File: src/inc/pllcs_pkg.sv
// Purpose: shared constants and types for the core clock source selector
// Assumes: one 125 MHz clock; clocks are modelled as one-cycle half-period ticks
// Notes:   widths here set the reach of the period meter and the multiplier
package pllcs_pkg;

    // Clock rate
    localparam int unsigned MCLK_PERIOD_NS = 8;
    localparam int unsigned MCLK_MHZ       = 1000 / MCLK_PERIOD_NS;

    // Instruction cycle structure
    localparam int unsigned SRC_DIVIDE     = 2;    // source periods per instruction cycle
    localparam int unsigned PHASE_COUNT    = 2 * SRC_DIVIDE;
    localparam int unsigned PHASE_W        = $clog2(PHASE_COUNT);
    localparam logic [1:0]  PHASE_FIRST    = 2'h0;
    localparam logic [1:0]  PHASE_LAST     = 2'h3;

    // Multiplier and period meter
    localparam int unsigned MULT_W         = 6;
    localparam logic [5:0]  MULT_RESET     = 6'h01;
    localparam int unsigned PERIOD_W       = 12;

    // Source selection after reset
    localparam logic        SEL_EXT        = 1'b0;
    localparam logic        SEL_PLL        = 1'b1;

    typedef enum {
        PLLCS_SW_RUN,
        PLLCS_SW_WAIT
    } pllcs_sw_e;

    // Bundle of internal core clock signals
    typedef struct packed {
        logic               src_clk;     // internal processor clock level
        logic               instr_clk;   // instruction cycle clock level
        logic [1:0]         phase;       // current phase 0..3
        logic               cycle_start; // one-cycle pulse at phase 0 entry
        logic               from_pll;    // active source is the multiplier
    } pllcs_core_s;

endpackage

File: src/core/pllcs_vco.sv
// Purpose: digital stand-in for the oscillator; multiplies the reference rate
// Assumes: ext_rise is a one-cycle pulse per reference period, already synchronised
// Notes:   emits at most one half-period tick per mclk, so 2*mult must stay below period
`timescale 1ns/1ns
module pllcs_vco #(
    parameter int unsigned PERIOD_W = pllcs_pkg::PERIOD_W,
    parameter int unsigned MULT_W   = pllcs_pkg::MULT_W
) (
    input  wire logic                mclk,
    input  wire logic                rst_n,
    input  wire logic                ext_rise,
    input  wire logic [MULT_W-1:0]   mult,
    output logic                     half_tick,
    output logic                     locked
);

    localparam int unsigned ACC_W = PERIOD_W + MULT_W + 2;

    logic [PERIOD_W-1:0] cnt;
    logic [PERIOD_W-1:0] period;
    logic [PERIOD_W-1:0] prev_period;
    logic [ACC_W-1:0]    acc;
    logic [PERIOD_W-1:0] next_cnt;
    logic [PERIOD_W-1:0] next_period;
    logic [PERIOD_W-1:0] next_prev_period;
    logic [ACC_W-1:0]    next_acc;
    logic                next_half_tick;
    logic                next_locked;
    logic [ACC_W-1:0]    sum;

    // Period meter and phase accumulator; two equal periods count as lock
    always_comb begin
        next_cnt         = cnt + 1'b1;
        next_period      = period;
        next_prev_period = prev_period;
        sum              = acc + ACC_W'({mult, 1'b0});
        next_acc         = acc;
        next_half_tick   = 1'b0;
        if (ext_rise) begin
            next_cnt         = '0;
            next_period      = cnt + 1'b1;
            next_prev_period = period;
        end
        if (period != '0) begin
            if (sum >= ACC_W'(period)) begin
                next_acc       = sum - ACC_W'(period);
                next_half_tick = 1'b1;
            end else begin
                next_acc = sum;
            end
        end
        next_locked = (period != '0) && (period == prev_period);
    end

    // Registers only
    always_ff @(posedge mclk or negedge rst_n) begin
        if (!rst_n) begin
            cnt         <= '0;
            period      <= '0;
            prev_period <= '0;
            acc         <= '0;
            half_tick   <= 1'b0;
            locked      <= 1'b0;
        end else begin
            cnt         <= next_cnt;
            period      <= next_period;
            prev_period <= next_prev_period;
            acc         <= next_acc;
            half_tick   <= next_half_tick;
            locked      <= next_locked;
        end
    end
endmodule

File: src/core/pllcs_top.sv
// Purpose: picks the core clock source and forms the four-phase instruction clock
// Assumes: ext_clock_in and pll_init_pin are asynchronous pins; software controls are mclk-synchronous
// Notes:   clocks are ticks on mclk; the lock flag never leaves the core side
`timescale 1ns/1ns
module pllcs_top #(
    parameter int unsigned MULT_W   = pllcs_pkg::MULT_W,
    parameter int unsigned PERIOD_W = pllcs_pkg::PERIOD_W
) (
    input  wire logic               mclk,
    input  wire logic               arst_n,
    input  wire logic               ext_clock_in,
    input  wire logic               pll_init_pin,
    input  wire logic               sw_pen_wr,
    input  wire logic               sw_pen_data,
    input  wire logic [MULT_W-1:0]  pll_mult,
    output pllcs_pkg::pllcs_core_s  core,
    output logic                    pll_enable_bit,
    output logic                    pll_locked_int,
    output logic                    switch_busy
);

    logic [1:0]            rst_ff;
    logic                  rst_n;
    logic                  ext_s1;
    logic                  ext_s2;
    logic                  ext_d;
    logic                  init_s1;
    logic                  init_s2;
    logic                  ext_edge;
    logic                  ext_rise;
    logic                  vco_tick;
    logic                  vco_locked;
    logic                  next_pen;
    pllcs_pkg::pllcs_sw_e  sw_state;
    pllcs_pkg::pllcs_sw_e  next_sw_state;
    logic                  sel;
    logic                  next_sel;
    logic                  swap;
    logic                  src_tick;
    logic                  adv;
    logic [1:0]            phase;
    logic [1:0]            next_phase;
    logic                  cycle_start;
    logic                  next_cycle_start;

    // Reset release through two flops
    always_ff @(posedge mclk or negedge arst_n) begin
        if (!arst_n) begin
            rst_ff <= 2'h0;
        end else begin
            rst_ff <= {rst_ff[0], 1'b1};
        end
    end
    assign rst_n = rst_ff[1];

    // Pin synchronisers; ext_d only ever sees the second stage
    // No reset: the stages track the pin through reset, so release shows no false edge
    always_ff @(posedge mclk) begin
        ext_s1 <= ext_clock_in;
        ext_s2 <= ext_s1;
        ext_d  <= ext_s2;
    end

    // Init pin synchroniser has no reset so it tracks the strap during reset
    always_ff @(posedge mclk) begin
        init_s1 <= pll_init_pin;
        init_s2 <= init_s1;
    end

    // Both edges are half periods of the reference
    assign ext_edge = ext_s2 ^ ext_d;
    assign ext_rise = ext_s2 & ~ext_d;

    // Multiplier stand-in, fed from the reference only
    pllcs_vco #(
        .PERIOD_W (PERIOD_W),
        .MULT_W   (MULT_W)
    ) u_vco (
        .mclk      (mclk),
        .rst_n     (rst_n),
        .ext_rise  (ext_rise),
        .mult      (pll_mult),
        .half_tick (vco_tick),
        .locked    (vco_locked)
    );

    // Enable bit: strap during reset, software after it
    always_comb begin
        if (!rst_n) begin
            next_pen = init_s2;
        end else if (sw_pen_wr) begin
            next_pen = sw_pen_data;
        end else begin
            next_pen = pll_enable_bit;
        end
    end

    // No reset: a constant here would lose the strap
    always_ff @(posedge mclk) begin
        pll_enable_bit <= next_pen;
    end

    // Swap only between instruction cycles, and onto a locked multiplier
    assign swap = (sw_state == pllcs_pkg::PLLCS_SW_WAIT) && (phase == pllcs_pkg::PHASE_FIRST)
                  && (!pll_enable_bit || vco_locked);

    // Selected half-period tick; a swap cycle drops the old source's tick
    assign src_tick = sel ? vco_tick : ext_edge;
    assign adv      = src_tick && !swap;

    // Source switch state machine
    always_comb begin
        next_sw_state = sw_state;
        next_sel      = sel;
        case (sw_state)
            pllcs_pkg::PLLCS_SW_RUN: begin
                if (pll_enable_bit != sel) begin
                    next_sw_state = pllcs_pkg::PLLCS_SW_WAIT;
                end
            end
            pllcs_pkg::PLLCS_SW_WAIT: begin
                if (pll_enable_bit == sel) begin
                    next_sw_state = pllcs_pkg::PLLCS_SW_RUN;
                end else if (swap) begin
                    next_sel      = pll_enable_bit;
                    next_sw_state = pllcs_pkg::PLLCS_SW_RUN;
                end
            end
            default: begin
                next_sw_state = pllcs_pkg::PLLCS_SW_RUN;
            end
        endcase
    end

    // Phase counter: four half periods make one instruction cycle
    always_comb begin
        next_phase       = phase;
        next_cycle_start = 1'b0;
        if (adv) begin
            next_phase       = 2'(phase + 2'h1);
            next_cycle_start = (phase == pllcs_pkg::PHASE_LAST);
        end
    end

    // Source comes up on the external input; the state machine moves it later
    always_ff @(posedge mclk or negedge rst_n) begin
        if (!rst_n) begin
            sw_state    <= pllcs_pkg::PLLCS_SW_RUN;
            sel         <= pllcs_pkg::SEL_EXT;
            phase       <= pllcs_pkg::PHASE_FIRST;
            cycle_start <= 1'b0;
        end else begin
            sw_state    <= next_sw_state;
            sel         <= next_sel;
            phase       <= next_phase;
            cycle_start <= next_cycle_start;
        end
    end

    // Core-side outputs only; nothing here reaches a pin
    assign core.src_clk     = ~phase[0];
    assign core.instr_clk   = ~phase[1];
    assign core.phase       = phase;
    assign core.cycle_start = cycle_start;
    assign core.from_pll    = sel;
    assign pll_locked_int   = vco_locked;
    assign switch_busy      = (sw_state == pllcs_pkg::PLLCS_SW_WAIT);
endmodule

File: config.mk
export PLATFORM = sky130hd
export DESIGN_NAME = pllcs_top
export DESIGN_NICKNAME = d
export VERILOG_FILES = /design/src/inc/pllcs_pkg.sv /design/src/core/pllcs_vco.sv /design/src/core/pllcs_top.sv
export SDC_FILE = /design/constraint.sdc
export NUM_CORES = 1
export LEC_CHECK = 0
export ABC_CLOCK_PERIOD_IN_PS = 5800
export BUFFER_PORTS_ARGS = -buffer_cell sky130_fd_sc_hd__buf_2
export CAP_MARGIN = 10
export CORE_MARGIN = 2
export CORE_UTILIZATION = 34
export CTS_CLUSTER_SIZE = 10
export DETAILED_ROUTE_END_ITERATION = 10
export GPL_ROUTABILITY_DRIVEN = 1
export PLACE_DENSITY = 0.56
export SLEW_MARGIN = 20
export SYNTH_ARGS = -nofsm -noshare
export SYNTH_HDL_FRONTEND = slang
export SYNTH_SLANG_ARGS = --single-unit
File: constraint.sdc
create_clock -name mclk -period 5.8 [get_ports mclk]
set_input_delay 1.45 -clock mclk [delete_from_list [all_inputs] [get_ports mclk]]
set_output_delay 1.45 -clock mclk [all_outputs]
set_load 0.1 [all_outputs]
==> results.md <==
* Status: finished, final reports clean
* Initial antenna violation count at 0
* Vias in the first global route at 3566
* Crit Path Category: input pin to flop
* Final Max Slew Viols at 0
* M3 GR Usage at 3.78%
* Final period utilization at 86.1%
* Cells along the critical path: buf_2 > ha_1 > fa_1 > a21oi_1 > o221a_2 > nor2_1 > xor2_1 > ha_1 > o41ai_1 > nor2_1 > nor2_1 > nand2_4 > and4b_1 > nor3b_1
* CP startpoint kind: input pin
* Vias at 3555
* Setup Skew at 0.00970 ns
* Syn_area_per_cell at 9.32 um2
* CTS resizes at 0
* Die W at 119 um
* Internal at 1.70 mW
* Placement Setup Slack at 0.500 ns
* Ys Warns at 0
* Sw Share at 46.6%
* RSZ-0062 raised after global routing: false
* Filler cell count at 1307
* Clock transition at path regs at 0.06 ns
* Sink Count at 71
* Total setup buffers inserted after CTS at 0
* F_max at 200 MHz
* Gr ovfl total at 0
* Synth area leader: dfrtp_1
* First-pass GRT wire length at 17.8 mm
* Total wire length at 10.5 mm
* Synth Register Bits at 71
* Routability cong. at 0.890
* Crit-path most repeated cell: nor2_1
* Pin count of the biggest net entering global routing at 48
* Commonest cells post-synth: dfrtp_1 (65), nor2_1 (62), a21oi_1 (39)
* Antenna Nets Post-Route at 0
* Crit-path max FO at 14
* M1 GR Usage at 20.5%
* CTS max path bufs at 2
* Req. time, crit path at 6.06 ns
* CTS tree: yes
* Clk_lat worst skew at 0.35 ns
* Slew at the pin closest to its max-slew limit at 0.754 ns
* Lkg Pwr at 2.21 nW
* Worst vdd ir at 0.000210 V
* Final hold viol count at 0
* Synth top area share at 36.1%
* Syn nets at 520
* Net Sw Power at 1.49 mW
* Crit-path max cell delay at 0.48 ns
* Final Net Count at 538
* Gr usage total at 16.0%
* Die footprint at 14200 um2
* Drt first pass iters at 4
* Number of flops mapped to enable cells by yosys at 1
* Setup Viol. Count Final at 0
* Post-synthesis cell type count at 70
* Final Util at 38.7%
* GR peak layer: met2
* Initial Util at 34.5%
* # DRC at 0
* Slew margin rel. at 49.7%
* Hold Path Class: flop to flop
* Max H-tree Level at 3
* Share of cells above drive strength 1 at 13.6%
* Setup TNS Final at 0 ns
* Number of buffers added on ports at 20
* CTS Hold Bufs at 0
* Seq/Total Area, Yosys at 38.9%
* Worst setup margin at 0.803 ns
* # rows at 42
* GRT met2 Usage at 25.4%
* Post-DR vias/cell at 5.20
* Synth area leaders: dfrtp_1 (36%), xnor2_1 (6.8%), ha_1 (6.1%)
* Root buffer cell: clkbuf_16
* Synth async-reset ratio at 91.5%
* Shortest period the worst path allows at 5.00 ns
* Synthesis-to-finish area growth at 12.3%
* DP HPWL at 7.73 mm
* Setup crit end kind: flop
* Clock share of power at 16.6%
* Dominant cell by count in the synthesized netlist: dfrtp_1
* Syn Inst Count at 484
* MaxCap Viol Count at 0
* Pwr dens at 630 nW/um2
* Logic pwr share at 58.0%
* Total power at 3.19 mW
* N_diodes at 0
* 1st-iter DRT viols at 201
* Crit path arrival time at 5.26 ns
* Die span in y at 119 um
* Mean routed wirelength per cell at 15.4 um
* Sequential power share at 25.4%
* Core ar. at 13100 um2
* Mapped Area at 4510 um2
* Number of buffers created by CTS at 9
* Ports at 21
* Slowest-stage cell, CP: o41ai_1
* Top FF cell, synth: dfrtp_1
[worst paths after layout]
check                                   from       endpoint  slack [ns]  cells past startpoint
worst max-delay path             pll_mult[0]  u_vco.acc[15]        0.80                     14
worst min-delay path                  ext_s1         ext_s2        0.33                      0
worst max register to register  u_vco.acc[1]  u_vco.acc[15]        1.64                     13
worst min register to register        ext_s1         ext_s2        0.33                      0
max in group asynchronous          rst_ff[1]   u_vco.acc[2]        4.52                      1
min in group asynchronous          rst_ff[1]  u_vco.acc[15]        0.34                      0
[per-layer routing]
metal | vias to the layer above | wire length (um)
met5 | - | 0
met3 | 22 | 467
met4 | 0 | 297
li1 | 1762 | -
met1 | 1702 | 4830
met2 | 69 | 4910
[cell usage in the layout, fill, tap and decap left out, types with 16 or more instances in the layout]
master,n
o21ai_0,19
nand2_1,27
xnor2_1,35
a21oi_1,39
buf_2,20
nor2_1,62
dfrtp_1,64
ha_1,22
inv_1,28
nand3_1,16
[registers in the layout, summed over array words and instances (netlist names)]
signal	cells
cycle_start	1
u_vco.acc	20
sw_state	1
u_vco.period	12
rst_ff	2
u_vco.cnt	12
ext_d	1
ext_s2	1
pll_enable_bit	1
sel	1
u_vco.prev_period	12
init_s2	1
init_s1	1
u_vco.locked	1
u_vco.half_tick	1
ext_s1	1
phase	2
[worst max-delay path: cells and delay by family]
family | cells | cell delay [ns]
adder cells (fa/ha/maj) | 3 | 0.88
XOR/XNOR | 1 | 0.16
buffers and inverters | 1 | 0.10
AND/OR/NAND/NOR | 6 | 1.42
AO/OA/AOI/OAI | 3 | 1.25
[cells by family (layout without fill, tap and decap cells)]
group / count (synthesis) / after routing / share of synthesized area (%)
DFF: 71 / 71 / 38.9
other: 1 / 1 / 0.0831
and+or+nand+nor: 164 / 164 / 18.6
AOI/OAI and AO/OA: 103 / 103 / 15.3
xor gates and xnor gates: 49 / 49 / 9.51
adders and majority gates: 24 / 24 / 6.99
buffers and inverters: 45 / 68 / 4.19
muxes: 27 / 27 / 6.38
[final cells by class]
class / instances / area [um2] / area share (%)
Clock inverter: 4 / 28.8 / 0.568
Timing Repair Buffer: 24 / 130 / 2.57
Inverter: 28 / 105 / 2.08
Tap cell: 176 / 220 / 4.35
Multi-Input combinational cell: 368 / 2570 / 50.7
Clock buffer: 12 / 256 / 5.06
Sequential cell: 71 / 1760 / 34.7
[per-stage QoR]
stage	hold slack (ns)	cells	area (um2)
floorplan	0.310	484	4510
global placement	0.311	667	4780
detailed placement	0.314	667	4780
CTS	0.330	683	5060
global route	0.335	683	5060
finish	0.326	683	5060
[power by group through the flow]
stage	combinational [mW]	clock (mW)	sequential (mW)
after global routing	2.05	0.567	0.839
after CTS	1.84	0.552	0.810
after detailed placement	1.84	0	0.818
after floorplan	1.45	0	0.828
after global placement	1.81	0	0.813
final	1.85	0.530	0.811
Power figures use the tool's default switching activity.
